File: src/prs_pkg.sv
// Package: address map, reset values and bus types for the peripheral register space
package prs_pkg;

  localparam logic [31:0] BASE_ADDR   = 32'hffff0000; // lowest group, top 4 kB
  localparam logic [31:0] SPACE_MASK  = 32'hfffff000;

  localparam logic [11:0] OFS_IRQ_STA    = 12'h000;
  localparam logic [11:0] OFS_IRQ_RAW    = 12'h004;
  localparam logic [11:0] OFS_IRQ_EN     = 12'h008;
  localparam logic [11:0] OFS_IRQ_DIS    = 12'h00c;
  localparam logic [11:0] OFS_SWI_CFG    = 12'h010;
  localparam logic [11:0] OFS_FIQ_STA    = 12'h100;
  localparam logic [11:0] OFS_FIQ_RAW    = 12'h104;
  localparam logic [11:0] OFS_FIQ_EN     = 12'h108;
  localparam logic [11:0] OFS_FIQ_DIS    = 12'h10c;
  localparam logic [11:0] OFS_REMAP      = 12'h220;
  localparam logic [11:0] OFS_RST_STA    = 12'h230;
  localparam logic [11:0] OFS_RST_CLR    = 12'h234;
  localparam logic [11:0] OFS_CHKSUM     = 12'h244;
  localparam logic [11:0] OFS_T0_RELOAD  = 12'h300;
  localparam logic [11:0] OFS_T0_COUNT   = 12'h304;
  localparam logic [11:0] OFS_T0_CTRL    = 12'h308;
  localparam logic [11:0] OFS_T0_ACK     = 12'h30c;
  localparam logic [11:0] OFS_T1_RELOAD  = 12'h320;
  localparam logic [11:0] OFS_T1_COUNT   = 12'h324;
  localparam logic [11:0] OFS_T1_CTRL    = 12'h328;
  localparam logic [11:0] OFS_T1_ACK     = 12'h32c;
  localparam logic [11:0] OFS_T2_RELOAD  = 12'h340;
  localparam logic [11:0] OFS_T2_COUNT   = 12'h344;
  localparam logic [11:0] OFS_T2_CTRL    = 12'h348;
  localparam logic [11:0] OFS_T2_ACK     = 12'h34c;
  localparam logic [11:0] OFS_SYNTH_STA  = 12'h400;
  localparam logic [11:0] OFS_POW_PREKEY = 12'h404;
  localparam logic [11:0] OFS_POW_CTRL   = 12'h408;
  localparam logic [11:0] OFS_POW_POSTKEY = 12'h40c;
  localparam logic [11:0] OFS_CLK_PREKEY = 12'h410;
  localparam logic [11:0] OFS_CLK_SEL    = 12'h414;
  localparam logic [11:0] OFS_CLK_POSTKEY = 12'h418;
  localparam logic [11:0] OFS_LPC_CTRL   = 12'h440;
  localparam logic [11:0] OFS_LPC_STA    = 12'h444;
  localparam logic [11:0] OFS_LPC_CNT0   = 12'h448;
  localparam logic [11:0] OFS_LPC_CNT1   = 12'h44c;
  localparam logic [11:0] OFS_BOC_CTRL   = 12'h480;
  localparam logic [11:0] OFS_LP_TRIM    = 12'h484;
  localparam logic [11:0] OFS_PR_TRIM    = 12'h488;
  localparam logic [11:0] OFS_BOC_UPPER  = 12'h48c;
  localparam logic [11:0] OFS_BOC_LOWER  = 12'h490;
  localparam logic [11:0] OFS_BOC_STA    = 12'h494;
  localparam logic [11:0] OFS_LP_TRIMV   = 12'h498;
  localparam logic [11:0] OFS_PR_TRIMV   = 12'h49c;
  localparam logic [11:0] OFS_BOC_LOCK   = 12'h4a0;

  localparam logic [31:0] RST_IRQ_RAW  = 32'h00003080;
  localparam logic [31:0] RST_FIQ_RAW  = 32'h00003081;
  localparam logic [31:0] RST_T1_COUNT = 32'hffffffff;
  localparam logic [31:0] RST_T2_COUNT = 32'h00000050;
  localparam logic [31:0] RST_T2_RELOAD = 32'h00000050;
  localparam logic [15:0] RST_POW_CTRL = 16'h0079;
  localparam logic [7:0]  RST_BOC_STA  = 8'h01;

  // Transfer size codes from the core
  typedef enum logic [1:0] {
    PRS_SZ_BYTE = 2'h0,
    PRS_SZ_HALF = 2'h1,
    PRS_SZ_WORD = 2'h2
  } prs_size_t;

  // One core load/store request
  typedef struct packed {
    logic        valid;
    logic        write;
    prs_size_t   size;
    logic [31:0] addr;
    logic [31:0] wdata;
  } prs_req_t;

  // Key sequence tracker states, Gray coded
  typedef enum logic [1:0] {
    PRS_KEY_IDLE = 2'b00,
    PRS_KEY_PRE  = 2'b01,
    PRS_KEY_DATA = 2'b11
  } prs_key_t;

endpackage

File: src/prs_regs.sv
// Peripheral register space: decode, storage and read alignment for the core load/store path
`timescale 1ns/1ns
// Notes on behaviour
// - Space decoded in top 4 kB, lowest group at 0xffff0000.
// - Every register accepts a full 32-bit read or write.
// - Narrow register read data sits in the low byte lanes, little-endian.
// - Halfword write to a 32-bit register zeroes its upper 16 bits.
// - Halfword read of a 32-bit register returns only sixteen bits.
// - Read-only registers ignore writes; write-only registers read as zero.
// - All peripheral control and status registers live in this space.
// - Raw-source registers read-only, resets 0x3080 normal and 0x3081 fast.
// - Enable registers reset to zero; disable registers clear written enable bits.
// - Write-only soft interrupt config at 0x010 raises interrupt sources.
// - 24-bit upper and lower tolerance registers, read-write, reset to zero.
// - Write-only calibration lock at 0x4a0; calibration status resets to 0x01.
// - Clock select byte wide, reset 0x00, keyed by 0x410 and 0x418.
// - Timer counts read-only; resets 0x0000, 0xffffffff and 0x00000050.
// - Low-power calibration counters at 0x448 and 0x44c read-only, reset zero.
module prs_regs #(
  parameter int NUM_SRC = 32
) (
  // Clock and reset
  input  wire logic              core_clk,
  input  wire logic              rst_n,
  // Core load/store request
  input  wire prs_pkg::prs_req_t req,
  output logic                   ack,
  output logic [31:0]            rdata,
  // Peripheral live state
  input  wire logic [31:0]       hw_sources,
  input  wire logic [15:0]       t0_count_in,
  input  wire logic [31:0]       t1_count_in,
  input  wire logic [31:0]       t2_count_in,
  input  wire logic              count_load,
  input  wire logic [31:0]       synth_status,
  input  wire logic [7:0]        lpc_status,
  input  wire logic [15:0]       lpc_count0_in,
  input  wire logic [15:0]       lpc_count1_in,
  input  wire logic [7:0]        boc_status_in,
  input  wire logic              boc_status_load,
  input  wire logic [7:0]        lp_trim_value,
  input  wire logic [15:0]       pr_trim_value,
  // Control outputs
  output logic [31:0]            irq_active,
  output logic [31:0]            fiq_active,
  output logic [15:0]            power_ctrl_out,
  output logic [7:0]             clock_sel_out,
  output logic [23:0]            boc_upper_out,
  output logic [23:0]            boc_lower_out,
  output logic                   boc_locked,
  output logic [7:0]             remap_out,
  output logic [2:0]             timer_irq_ack
);

  logic        in_space;
  logic        wr;
  logic [11:0] ofs;
  logic [31:0] wd;
  logic [31:0] rd_next;
  logic [31:0] irq_en_reg, fiq_en_reg, swi_reg, chk_reg, t1_ld_reg, t2_ld_reg;
  logic [31:0] t0_ctl_reg, t1_ctl_reg, t1_cnt_reg, t2_cnt_reg, raw_reg;
  logic [15:0] t0_ld_reg, t2_ctl_reg, pow_reg, t0_cnt_reg, lpc0_reg, lpc1_reg, pr_trim_reg;
  logic [7:0]  map_reg, rst_sta_reg, clk_reg, lpc_ctl_reg, boc_ctl_reg, lp_trim_reg, boc_sta_reg;
  logic [23:0] upper_reg, lower_reg;
  logic        lock_reg;
  prs_pkg::prs_key_t pow_key_reg, clk_key_reg;
  logic [15:0] pow_pend_reg;
  logic [7:0]  clk_pend_reg;

  // Decode the top 4 kB window only
  assign in_space = (req.addr & prs_pkg::SPACE_MASK) == prs_pkg::BASE_ADDR;
  assign ofs      = req.addr[11:0];
  assign wr       = req.valid && req.write && in_space;
  assign ack      = req.valid;

  // Halfword stores clear the upper half of wide registers
  assign wd = (req.size == prs_pkg::PRS_SZ_WORD) ? req.wdata
            : (req.size == prs_pkg::PRS_SZ_HALF) ? {16'h0000, req.wdata[15:0]}
            : {24'h000000, req.wdata[7:0]};

  function automatic logic hit(input logic [11:0] o, input logic [11:0] r);
    hit = (o == r);
  endfunction

  // Interrupt enable banks; an enable write replaces the bank, a disable write clears the bits written
  always_ff @(posedge core_clk or negedge rst_n) begin
    if (!rst_n) begin
      irq_en_reg <= 32'h00000000;
      fiq_en_reg <= 32'h00000000;
      swi_reg    <= 32'h00000000;
    end else if (wr) begin
      if (hit(ofs, prs_pkg::OFS_IRQ_EN)) irq_en_reg <= wd;
      else if (hit(ofs, prs_pkg::OFS_IRQ_DIS)) irq_en_reg <= irq_en_reg & ~wd;
      else if (hit(ofs, prs_pkg::OFS_FIQ_EN)) fiq_en_reg <= wd;
      else if (hit(ofs, prs_pkg::OFS_FIQ_DIS)) fiq_en_reg <= fiq_en_reg & ~wd;
      else if (hit(ofs, prs_pkg::OFS_SWI_CFG)) swi_reg <= wd;
    end
  end

  // Raw sources: hardware lines plus software raised bits
  always_ff @(posedge core_clk or negedge rst_n) begin
    if (!rst_n) begin
      raw_reg <= prs_pkg::RST_IRQ_RAW;
    end else begin
      raw_reg <= hw_sources | swi_reg;
    end
  end

  // Active sources are raw gated by each bank's enable
  always_ff @(posedge core_clk or negedge rst_n) begin
    if (!rst_n) begin
      irq_active <= 32'h00000000;
      fiq_active <= 32'h00000000;
    end else begin
      irq_active <= raw_reg & irq_en_reg;
      fiq_active <= (raw_reg | 32'h00000001) & fiq_en_reg; // Same view as the fast raw read
    end
  end

  // System control, timer setup and trim storage
  always_ff @(posedge core_clk or negedge rst_n) begin
    if (!rst_n) begin
      map_reg <= 8'h00; rst_sta_reg <= 8'h00; chk_reg <= 32'h00000000;
      t0_ld_reg <= 16'h0000; t0_ctl_reg <= 32'h00000000; t1_ld_reg <= 32'h00000000;
      t1_ctl_reg <= 32'h00000000; t2_ld_reg <= prs_pkg::RST_T2_RELOAD; t2_ctl_reg <= 16'h0000;
      lpc_ctl_reg <= 8'h00; boc_ctl_reg <= 8'h00; lp_trim_reg <= 8'h00; pr_trim_reg <= 16'h0000;
      upper_reg <= 24'h000000; lower_reg <= 24'h000000;
    end else if (wr && !lock_reg) begin
      if (hit(ofs, prs_pkg::OFS_REMAP)) map_reg <= wd[7:0];
      else if (hit(ofs, prs_pkg::OFS_RST_STA)) rst_sta_reg <= rst_sta_reg | wd[7:0];
      else if (hit(ofs, prs_pkg::OFS_RST_CLR)) rst_sta_reg <= rst_sta_reg & ~wd[7:0];
      else if (hit(ofs, prs_pkg::OFS_CHKSUM)) chk_reg <= wd;
      else if (hit(ofs, prs_pkg::OFS_T0_RELOAD)) t0_ld_reg <= wd[15:0];
      else if (hit(ofs, prs_pkg::OFS_T0_CTRL)) t0_ctl_reg <= wd;
      else if (hit(ofs, prs_pkg::OFS_T1_RELOAD)) t1_ld_reg <= wd;
      else if (hit(ofs, prs_pkg::OFS_T1_CTRL)) t1_ctl_reg <= wd;
      else if (hit(ofs, prs_pkg::OFS_T2_RELOAD)) t2_ld_reg <= wd;
      else if (hit(ofs, prs_pkg::OFS_T2_CTRL)) t2_ctl_reg <= wd[15:0];
      else if (hit(ofs, prs_pkg::OFS_LPC_CTRL)) lpc_ctl_reg <= wd[7:0];
      else if (hit(ofs, prs_pkg::OFS_BOC_CTRL)) boc_ctl_reg <= wd[7:0];
      else if (hit(ofs, prs_pkg::OFS_LP_TRIM)) lp_trim_reg <= wd[7:0];
      else if (hit(ofs, prs_pkg::OFS_PR_TRIM)) pr_trim_reg <= wd[15:0];
      else if (hit(ofs, prs_pkg::OFS_BOC_UPPER)) upper_reg <= wd[23:0];
      else if (hit(ofs, prs_pkg::OFS_BOC_LOWER)) lower_reg <= wd[23:0];
    end
  end

  // Calibration lock: once written, trim and window writes are frozen until reset
  always_ff @(posedge core_clk or negedge rst_n) begin
    if (!rst_n) begin
      lock_reg <= 1'b0;
    end else if (wr && hit(ofs, prs_pkg::OFS_BOC_LOCK)) begin
      lock_reg <= 1'b1;
    end
  end

  // Timer ack strobes, one cycle per write
  always_ff @(posedge core_clk or negedge rst_n) begin
    if (!rst_n) begin
      timer_irq_ack <= 3'h0;
    end else begin
      timer_irq_ack <= {wr && hit(ofs, prs_pkg::OFS_T2_ACK), wr && hit(ofs, prs_pkg::OFS_T1_ACK),
                        wr && hit(ofs, prs_pkg::OFS_T0_ACK)};
    end
  end

  // Read-only captures of peripheral state; bus writes never reach these
  always_ff @(posedge core_clk or negedge rst_n) begin
    if (!rst_n) begin
      t0_cnt_reg <= 16'h0000;
      t1_cnt_reg <= prs_pkg::RST_T1_COUNT;
      t2_cnt_reg <= prs_pkg::RST_T2_COUNT;
      lpc0_reg   <= 16'h0000;
      lpc1_reg   <= 16'h0000;
    end else if (count_load) begin
      t0_cnt_reg <= t0_count_in;
      t1_cnt_reg <= t1_count_in;
      t2_cnt_reg <= t2_count_in;
      lpc0_reg   <= lpc_count0_in;
      lpc1_reg   <= lpc_count1_in;
    end
  end

  // Calibration status capture
  always_ff @(posedge core_clk or negedge rst_n) begin
    if (!rst_n) begin
      boc_sta_reg <= prs_pkg::RST_BOC_STA;
    end else if (boc_status_load) begin
      boc_sta_reg <= boc_status_in;
    end
  end

  // Power control key sequence: prekey, data, then postkey commits
  always_ff @(posedge core_clk or negedge rst_n) begin
    if (!rst_n) begin
      pow_key_reg  <= prs_pkg::PRS_KEY_IDLE;
      pow_pend_reg <= 16'h0000;
      pow_reg      <= prs_pkg::RST_POW_CTRL;
    end else if (wr) begin
      case (pow_key_reg)
        prs_pkg::PRS_KEY_IDLE: begin
          if (hit(ofs, prs_pkg::OFS_POW_PREKEY)) pow_key_reg <= prs_pkg::PRS_KEY_PRE;
        end
        prs_pkg::PRS_KEY_PRE: begin
          if (hit(ofs, prs_pkg::OFS_POW_CTRL)) begin
            pow_pend_reg <= wd[15:0];
            pow_key_reg  <= prs_pkg::PRS_KEY_DATA;
          end else begin
            pow_key_reg  <= prs_pkg::PRS_KEY_IDLE;
          end
        end
        prs_pkg::PRS_KEY_DATA: begin
          if (hit(ofs, prs_pkg::OFS_POW_POSTKEY)) pow_reg <= pow_pend_reg;
          pow_key_reg <= prs_pkg::PRS_KEY_IDLE;
        end
        default: pow_key_reg <= prs_pkg::PRS_KEY_IDLE;
      endcase
    end
  end

  // Clock source select key sequence, same scheme
  always_ff @(posedge core_clk or negedge rst_n) begin
    if (!rst_n) begin
      clk_key_reg  <= prs_pkg::PRS_KEY_IDLE;
      clk_pend_reg <= 8'h00;
      clk_reg      <= 8'h00;
    end else if (wr) begin
      case (clk_key_reg)
        prs_pkg::PRS_KEY_IDLE: begin
          if (hit(ofs, prs_pkg::OFS_CLK_PREKEY)) clk_key_reg <= prs_pkg::PRS_KEY_PRE;
        end
        prs_pkg::PRS_KEY_PRE: begin
          if (hit(ofs, prs_pkg::OFS_CLK_SEL)) begin
            clk_pend_reg <= wd[7:0];
            clk_key_reg  <= prs_pkg::PRS_KEY_DATA;
          end else begin
            clk_key_reg  <= prs_pkg::PRS_KEY_IDLE;
          end
        end
        prs_pkg::PRS_KEY_DATA: begin
          if (hit(ofs, prs_pkg::OFS_CLK_POSTKEY)) clk_reg <= clk_pend_reg;
          clk_key_reg <= prs_pkg::PRS_KEY_IDLE;
        end
        default: clk_key_reg <= prs_pkg::PRS_KEY_IDLE;
      endcase
    end
  end

  // Read mux; narrow registers zero-extended into low lanes, write-only and holes read zero
  always_comb begin
    rd_next = 32'h00000000;
    if (!in_space) rd_next = 32'h00000000;
    else if (hit(ofs, prs_pkg::OFS_IRQ_STA)) rd_next = irq_active;
    else if (hit(ofs, prs_pkg::OFS_IRQ_RAW)) rd_next = raw_reg;
    else if (hit(ofs, prs_pkg::OFS_IRQ_EN)) rd_next = irq_en_reg;
    else if (hit(ofs, prs_pkg::OFS_FIQ_STA)) rd_next = fiq_active;
    else if (hit(ofs, prs_pkg::OFS_FIQ_RAW)) rd_next = raw_reg | 32'h00000001;
    else if (hit(ofs, prs_pkg::OFS_FIQ_EN)) rd_next = fiq_en_reg;
    else if (hit(ofs, prs_pkg::OFS_REMAP)) rd_next = {24'h000000, map_reg};
    else if (hit(ofs, prs_pkg::OFS_RST_STA)) rd_next = {24'h000000, rst_sta_reg};
    else if (hit(ofs, prs_pkg::OFS_CHKSUM)) rd_next = chk_reg;
    else if (hit(ofs, prs_pkg::OFS_T0_RELOAD)) rd_next = {16'h0000, t0_ld_reg};
    else if (hit(ofs, prs_pkg::OFS_T0_COUNT)) rd_next = {16'h0000, t0_cnt_reg};
    else if (hit(ofs, prs_pkg::OFS_T0_CTRL)) rd_next = t0_ctl_reg;
    else if (hit(ofs, prs_pkg::OFS_T1_RELOAD)) rd_next = t1_ld_reg;
    else if (hit(ofs, prs_pkg::OFS_T1_COUNT)) rd_next = t1_cnt_reg;
    else if (hit(ofs, prs_pkg::OFS_T1_CTRL)) rd_next = t1_ctl_reg;
    else if (hit(ofs, prs_pkg::OFS_T2_RELOAD)) rd_next = t2_ld_reg;
    else if (hit(ofs, prs_pkg::OFS_T2_COUNT)) rd_next = t2_cnt_reg;
    else if (hit(ofs, prs_pkg::OFS_T2_CTRL)) rd_next = {16'h0000, t2_ctl_reg};
    else if (hit(ofs, prs_pkg::OFS_SYNTH_STA)) rd_next = synth_status;
    else if (hit(ofs, prs_pkg::OFS_POW_CTRL)) rd_next = {16'h0000, pow_reg};
    else if (hit(ofs, prs_pkg::OFS_CLK_SEL)) rd_next = {24'h000000, clk_reg};
    else if (hit(ofs, prs_pkg::OFS_LPC_CTRL)) rd_next = {24'h000000, lpc_ctl_reg};
    else if (hit(ofs, prs_pkg::OFS_LPC_STA)) rd_next = {24'h000000, lpc_status};
    else if (hit(ofs, prs_pkg::OFS_LPC_CNT0)) rd_next = {16'h0000, lpc0_reg};
    else if (hit(ofs, prs_pkg::OFS_LPC_CNT1)) rd_next = {16'h0000, lpc1_reg};
    else if (hit(ofs, prs_pkg::OFS_BOC_CTRL)) rd_next = {24'h000000, boc_ctl_reg};
    else if (hit(ofs, prs_pkg::OFS_LP_TRIM)) rd_next = {24'h000000, lp_trim_reg};
    else if (hit(ofs, prs_pkg::OFS_PR_TRIM)) rd_next = {16'h0000, pr_trim_reg};
    else if (hit(ofs, prs_pkg::OFS_BOC_UPPER)) rd_next = {8'h00, upper_reg};
    else if (hit(ofs, prs_pkg::OFS_BOC_LOWER)) rd_next = {8'h00, lower_reg};
    else if (hit(ofs, prs_pkg::OFS_BOC_STA)) rd_next = {24'h000000, boc_sta_reg};
    else if (hit(ofs, prs_pkg::OFS_LP_TRIMV)) rd_next = {24'h000000, lp_trim_value};
    else if (hit(ofs, prs_pkg::OFS_PR_TRIMV)) rd_next = {16'h0000, pr_trim_value};
  end

  // Registered read data; narrow loads see only the low lanes
  always_ff @(posedge core_clk or negedge rst_n) begin
    if (!rst_n) begin
      rdata <= 32'h00000000;
    end else if (req.valid && !req.write) begin
      if (req.size == prs_pkg::PRS_SZ_HALF) rdata <= {16'h0000, rd_next[15:0]};
      else if (req.size == prs_pkg::PRS_SZ_BYTE) rdata <= {24'h000000, rd_next[7:0]};
      else rdata <= rd_next;
    end
  end

  // Control outputs
  assign power_ctrl_out = pow_reg;
  assign clock_sel_out  = clk_reg;
  assign boc_upper_out  = upper_reg;
  assign boc_lower_out  = lower_reg;
  assign boc_locked     = lock_reg;
  assign remap_out      = map_reg;

endmodule

File: config.mk
export PLATFORM = sky130hd
export DESIGN_NAME = prs_regs
export DESIGN_NICKNAME = d
export VERILOG_FILES = /design/src/prs_pkg.sv /design/src/prs_regs.sv
export SDC_FILE = /design/constraint.sdc
export NUM_CORES = 1
export LEC_CHECK = 0
export ABC_CLOCK_PERIOD_IN_PS = 1840
export CAP_MARGIN = 5
export CORE_MARGIN = 5
export CORE_UTILIZATION = 35
export CTS_BUF_LIST = sky130_fd_sc_hd__clkbuf_4
export CTS_CLUSTER_DIAMETER = 60
export DETAILED_ROUTE_END_ITERATION = 12
export DONT_BUFFER_PORTS = 1
export SYNTH_ARGS = -nofsm -noshare
export SYNTH_HDL_FRONTEND = slang
export SYNTH_SLANG_ARGS = --single-unit
File: constraint.sdc
create_clock -name core_clk -period 1.84 [get_ports core_clk]
set_input_delay 0.184 -clock core_clk [delete_from_list [all_inputs] [get_ports core_clk]]
set_output_delay 0.184 -clock core_clk [all_outputs]
set_load 0.05 [all_outputs]
==> impl_metrics.yaml, run 1 <==
run_status:
  status: "finished with violations"
  violations: "negative hold slack, max-slew violations, negative setup slack"
die:
  fp-row-count: 110
  die_area_um2: 96900
  die_h_um: 311
  initial_utilization_pct: 35.3
  die_w_um: 311
  ioPinCount: 469
  core_area_um2: 90000
placement:
  placed_cells: 4567
  port_buffers: 0
  post-place-ws_ns: -1.21
  placed_area_um2: 38300
  gp_congestion: 0.999
  hpwl_um: 104000
detailed_routing:
  via_per_inst: 5.78
  firstDrtPassIters: 8
  drc: 0
  route.vias.total: 32300
  wirelength_um: 154000
  drtIter0Drc: 4060
  wl_per_cell_um: 27.5
  final_antenna_net_count: 0
synthesis:
  yosysMostFrequentCell: "dfrtp_1"
  async_reset_ff_share_pct: 100
  yosys_register_bits: 696
  dominantRegCellSynth: "dfrtp_1"
  syn_inst: 2967
  synth_common_cells: "dfrtp_1 (651), nand2_1 (408), o21ai_0 (408)"
  synth-edff-count: 0
  syn_area_um2: 31800
  ys_types: 87
  syn-mean-instance-area_um2: 10.7
  synth-seq-area-share_pct: 55.0
  synthTopCellsByArea: "dfrtp_1 (51%), mux2_2 (10%), o21ai_0 (6.4%), nand2_1 (4.8%), dfstp_2 (3.7%)"
  netlist.area_leader.share_pct: 51.3
  synth_top_cell_by_area: "dfrtp_1"
  yosys_warnings: 0
  synth.net_count: 3255
min_path:
  hold_path.class: "in2async"
setup_path:
  r2r-end: "rdata[2]"
  worstPathMaxFanout: 2
  end_kind: "flop"
  worst_ep_required_time_ns: 2.85
  r2r_start: "boc_lower_out[2]"
  r2r_slack_ns: -0.43
  worst_setup_path_start_kind: "flop"
  critPathArrivalTime_ns: 3.28
  worstSetupPathType: "reg2reg"
  r2r_cells: 9
final_layout:
  final_layout_size_suffix_gt1_share_pct: 41.6
  areaGrowthSynthToFinish_pct: 55.8
  stdcell_count: 5597
  fin_nets: 4512
  fill_cells: 7710
  fin_util_pct: 55.0
  final_area_um2: 49500
power_and_ir_drop:
  p_comb_share_pct: 7.1
  switchingPower_uw: 8560
  pwr-share-clk_pct: 45.1
  p_leak_uw: 0.0226
  p_int_uw: 24900
  pwr-share-seq_pct: 47.8
  power_density_nw_per_um2: 676
  power.share.switching_pct: 25.5
  ir_worst_vdd_v: 0.000506
sta:
  fmaxAchievable_mhz: 440
  finalClockSkew_ns: 0.0717
  maxSlewHeadroom_pct: -41.1
  timing.final.crit_share_pct: 123
  hold_ws_ns: -1.09
  slew_violations: 445
  setup_ws_ns: -0.431
  rsz0062_at_grt: "yes"
  setup_violations: 333
  final.min_clock_period_ns: 2.27
  finalHoldViolCount: 789
  worstMarginPinSlew_ns: 2.12
grt:
  grt_overflow_total: 0
  grt_max_degree: 697
  antenna_found_initial: 28
  grt_pass1_wl_um: 219000
  first_global_vias: 32700
  track_usage_pct: 30.0
clock_tree:
  clk_pin_slew_ns: 0.07
  cts_made_buffers: 192
  clockBufferDepth: 3
  cts_tree: "yes"
  htreeDepth: 4
  clock_latency_ns: 1.12
  cts_root_buffer: "clkbuf_4"
  cts_num_sinks: 696
flow_run:
  drv_cap: 0
## cells in the final DEF (no fill, tap or decap), types with 25 or more instances in the layout
master,count
dfrtp_1,626
buf_4,517
dlygate4sd3_1,473
nand2_1,321
clkbuf_4,305
mux2_2,277
o21ai_1,247
buf_6,181
o21ai_0,117
a21oi_1,106
nor2_1,95
buf_12,82
and2_1,66
o21ai_2,51
nand3_1,50
a22oi_1,48
dfstp_2,45
nand2_4,44
a221oi_1,43
nand2_2,40
o22ai_1,38
diode_2,34
or2_2,33
clkinv_1,32
dfrtp_2,25
## area by class of cell
class	count	area [um^2]	share of cell area, %
timing repair buffer	1285	12900	26.0
inverter	7	26.3	0.0530
multi-input combinational	2042	14900	30.1
clock buffer	305	2290	4.62
sequential	696	17500	35.3
tap	1176	1470	2.97
clock inverter	52	325	0.657
antenna	34	85.1	0.172
## worst max-delay path by stage
| stage | end | from | depth (start not counted) |
|---|---|---|---|
| final | rdata[2] | boc_lower_out[2] | 9 |
| after detailed placement | rdata[20] | req[40] | 12 |
| after floorplan | rdata[3] | req[43] | 10 |
| after global routing | rdata[2] | boc_lower_out[2] | 9 |
| after CTS | rdata[2] | boc_lower_out[2] | 9 |
| after global placement | rdata[20] | req[40] | 12 |
## per-layer routing
| metal | up-vias | GRT usage (%) | part of all wire (%) | routed length [um] |
|---|---|---|---|---|
| met5 | - | 0 | 0.037 | 57 |
| met4 | 8 | 16.9 | 6.4 | 9910 |
| met3 | 557 | 7.44 | 9.7 | 14900 |
| met2 | 1988 | 47.6 | 46 | 70500 |
| li1 | 13700 | - | - | - |
| met1 | 16100 | 37.6 | 38 | 58500 |
## cells by family after synthesis
| kind of cell | count (synthesis) | synth area share, % |
|---|---|---|
| AO/OA/AOI/OAI | 906 | 18.1 |
| XOR/XNOR | 2 | 0.0551 |
| buffers and inverters | 230 | 3.16 |
| flip-flops | 696 | 55.0 |
| multiplexers | 304 | 10.8 |
| AND/OR/NAND/NOR | 829 | 12.9 |
## what timing repair did
| action | in CTS | in global routing |
|---|---|---|
| setup buffers | 86 | 55 |
| hold buffers | 490 | 21 |
| gates resized for setup | 419 | 201 |
| gates cloned | 13 | 4 |
| setup endpoints to repair | 354 | 630 |
| endpoints found under the hold margin | 1328 | 986 |
| pin swaps | 80 | 58 |
## per-stage QoR
| step | TNS (ns) | total power (uW) |
|---|---|---|
| 6_report | -23.84 | 33500 |
| 5_1_grt | -42.13 | 34600 |
| 3_3_place_gp | -197.15 | 17200 |
| 4_1_cts | -54.12 | 33400 |
| 3_5_place_dp | -205.40 | 17200 |
| 2_1_floorplan | -111.00 | 16900 |
## power by group through the flow
stage | combinational, uW | sequential [uW] | clock (uW)
2_1_floorplan | 841 | 16100 | 0
3_3_place_gp | 983 | 16200 | 0
3_5_place_dp | 998 | 16200 | 0
4_1_cts | 2240 | 16000 | 15200
5_1_grt | 2480 | 16000 | 16100
6_report | 2390 | 16000 | 15100
## critical path, stage by stage, from the launching register on
cell	delay, ns
dfrtp_2	0.40
or3_1	0.30
mux4_2	0.51
a32oi_2	0.22
a21oi_2	0.09
a31oi_2	0.18
o2111ai_2	0.18
a21oi_2	0.15
buf_4	0.14
o21ai_2	0.05
Note: power is estimated with default switching activity, not from simulation.
==> run 2: changes to the inputs <==
PLACE_DENSITY = 0.49   (was default)
==> run 2 against run 1 <==
Sequential power is essentially flat. Clock-buffer cell count grew 2. Non-clock buffer count grew 44. Fmax grew 4.0%. The run still ends with negative hold slack, max-slew violations, negative setup slack left. Combinational power grew 2%. Clock skew grew 0.036 ns. Largest power group unchanged. Die area is the same. Register-to-register slack gained 0.09 ns. Sequential cell count is the same. Setup slack gained 0.088 ns. Sequential share of layout area shrank 0.65 points.
==> impl_metrics.yaml, run 2 (synthesized netlist as in run 1, its figures left out) <==
run_status:
  status: "finished with violations"
  violations: "negative hold slack, max-slew violations, negative setup slack"
grt:
  grt_max_degree: 697
  track_usage_pct: 32.7
  grt_pass1_wl_um: 234000
  first_global_vias: 32800
  grt_overflow_total: 0
  antenna_found_initial: 24
setup_path:
  critPathArrivalTime_ns: 3.21
  r2r_slack_ns: -0.34
  worst_ep_required_time_ns: 2.87
  r2r-end: "rdata[5]"
  r2r_cells: 8
  end_kind: "flop"
  worst_setup_path_start_kind: "flop"
  worstSetupPathType: "reg2reg"
  path_cells: "mux2_4 -> nand4_1 -> o2111ai_4 -> o21bai_2 -> a31oi_1 -> buf_4 -> o41a_1 -> o21ai_1"
  r2r_start: "power_ctrl_out[5]"
  worstPathMaxFanout: 2
  critical-path-max-stage-delay_ns: 0.54
  crit_slowest_cell: "dfstp_2"
detailed_routing:
  drtIter0Drc: 3264
  firstDrtPassIters: 7
  via_per_inst: 5.76
  wirelength_um: 168000
  final_antenna_net_count: 0
  drc: 0
  wl_per_cell_um: 29.8
  route.vias.total: 32400
power_and_ir_drop:
  ir_worst_vdd_v: 0.000593
  power_density_nw_per_um2: 666
  p_leak_uw: 0.0230
sta:
  final.min_clock_period_ns: 2.18
  slew_violations: 369
  finalHoldViolCount: 876
  timing.final.crit_share_pct: 119
  setup_violations: 371
  setup-tns-final_ns: -50.68
  fmaxAchievable_mhz: 458
  rsz0062_at_grt: "yes"
  finalClockSkew_ns: 0.108
  maxSlewHeadroom_pct: -89.5
  worstMarginPinSlew_ns: 2.84
  setup_ws_ns: -0.343
  hold_ws_ns: -1.19
die:
  core_area_um2: 90000
  initial_utilization_pct: 35.3
  ioPinCount: 469
  die_w_um: 311
  die_area_um2: 96900
  fp-row-count: 110
  die_h_um: 311
final_layout:
  final_cell_mix: "dfrtp_1 (616), buf_4 (566), dlygate4sd3_1 (459), clkbuf_4 (307), mux2_2 (280)"
  fin_nets: 4559
  layout_commonest_cell: "dfrtp_1"
  fill_cells: 7794
  final_layout_size_suffix_gt1_share_pct: 44.5
  stdcell_count: 5623
  areaGrowthSynthToFinish_pct: 58.9
placement:
  post-place-ws_ns: -1.15
  placed_cells: 4575
  hpwl_um: 112000
  port_buffers: 0
  gp_congestion: 0.958
clock_tree:
  cts_root_buffer: "clkbuf_4"
  cts_tree: "yes"
  clockBufferDepth: 3
  htreeDepth: 4
  clk_pin_slew_ns: 0.07
  clock_latency_ns: 1.18
  cts_made_buffers: 195
  cts_num_sinks: 696
min_path:
  hold_path.class: "in2async"
flow_run:
  drv_cap: 0
## run 2: cell types whose count changed in the layout (fill, tap and decap cells not counted), sizes merged
| cell | delta |
|---|---|
| clkbuf | +10 |
| dlymetal6s4s | +4 |
| clkinv | +1 |
| inv | -2 |
| dlygate4sd3 | -14 |
| buf | +46 |
| diode | -19 |
## run 2: critical path: cells and delay by family, from the launching register on
kind	cells	cell delay, ns
multiplexers	1	0.19
AO/OA/AOI/OAI	5	1.04
AND/OR/NAND/NOR	1	0.21
buffers and inverters	1	0.15
flip-flops	1	0.54
## run 2: power by group
part | internal, uW | leakage, uW | total, uW | switching, uW
combinational | 1410 | 0.0122 | 2430 | 1020
clock | 7900 | 0.00157 | 15200 | 7270
sequential | 15700 | 0.00925 | 16000 | 370
## run 2: cell type report
| type | instances | area (um^2) | area share, % |
|---|---|---|---|
| sequential | 696 | 17500 | 34.7 |
| multi-input combinational | 2042 | 15400 | 30.5 |
| timing repair buffer | 1329 | 13400 | 26.6 |
| clock buffer | 307 | 2300 | 4.56 |
| tap | 1176 | 1470 | 2.91 |
| clock inverter | 51 | 315 | 0.624 |
| antenna | 15 | 37.5 | 0.0743 |
| inverter | 7 | 26.3 | 0.0520 |
## run 2: metal layers
| metal | GRT usage, % | wire length (um) | up-vias |
|---|---|---|---|
| li1 | - | - | 13700 |
| met1 | 42.0 | 66700 | 16400 |
| met2 | 53.0 | 78300 | 1786 |
| met3 | 9.24 | 15900 | 400 |
| met4 | 12.1 | 6750 | 16 |
| met5 | 0 | 103 | - |
## run 2: stage by stage
step | util [%] | hold slack [ns] | cell area [um^2] | total power, uW
floorplan | - | -0.112 | 32800 | 16900
global placement | 42.5 | -0.0255 | 38300 | 17400
detailed placement | 42.5 | -0.0637 | 38300 | 17400
CTS | 54.2 | -1.36 | 48800 | 33800
global route | 56.1 | -1.25 | 50500 | 34800
finish | 56.1 | -1.19 | 50500 | 33600
## run 2: timing repair
| item | in CTS | in global routing |
|---|---|---|
| hold endpoints to repair | 1328 | 1017 |
| setup buffers | 128 | 49 |
| cloned | 16 | 15 |
| gates resized for setup | 476 | 305 |
| setup endpoints to repair | 358 | 569 |
| pin swaps | 103 | 67 |
| hold buffers | 490 | 11 |
## run 2: worst max path at each step
| stage | startpoint | end | slack (ns) |
|---|---|---|---|
| 6_report | power_ctrl_out[5] | rdata[5] | -0.34 |
| 5_1_grt | boc_lower_out[2] | rdata[2] | -0.39 |
| 4_1_cts | power_ctrl_out[5] | rdata[5] | -0.36 |
| 3_5_place_dp | req[43] | rdata[8] | -1.15 |
| 3_3_place_gp | req[43] | rdata[5] | -1.14 |
| 2_1_floorplan | req[43] | rdata[3] | -0.45 |
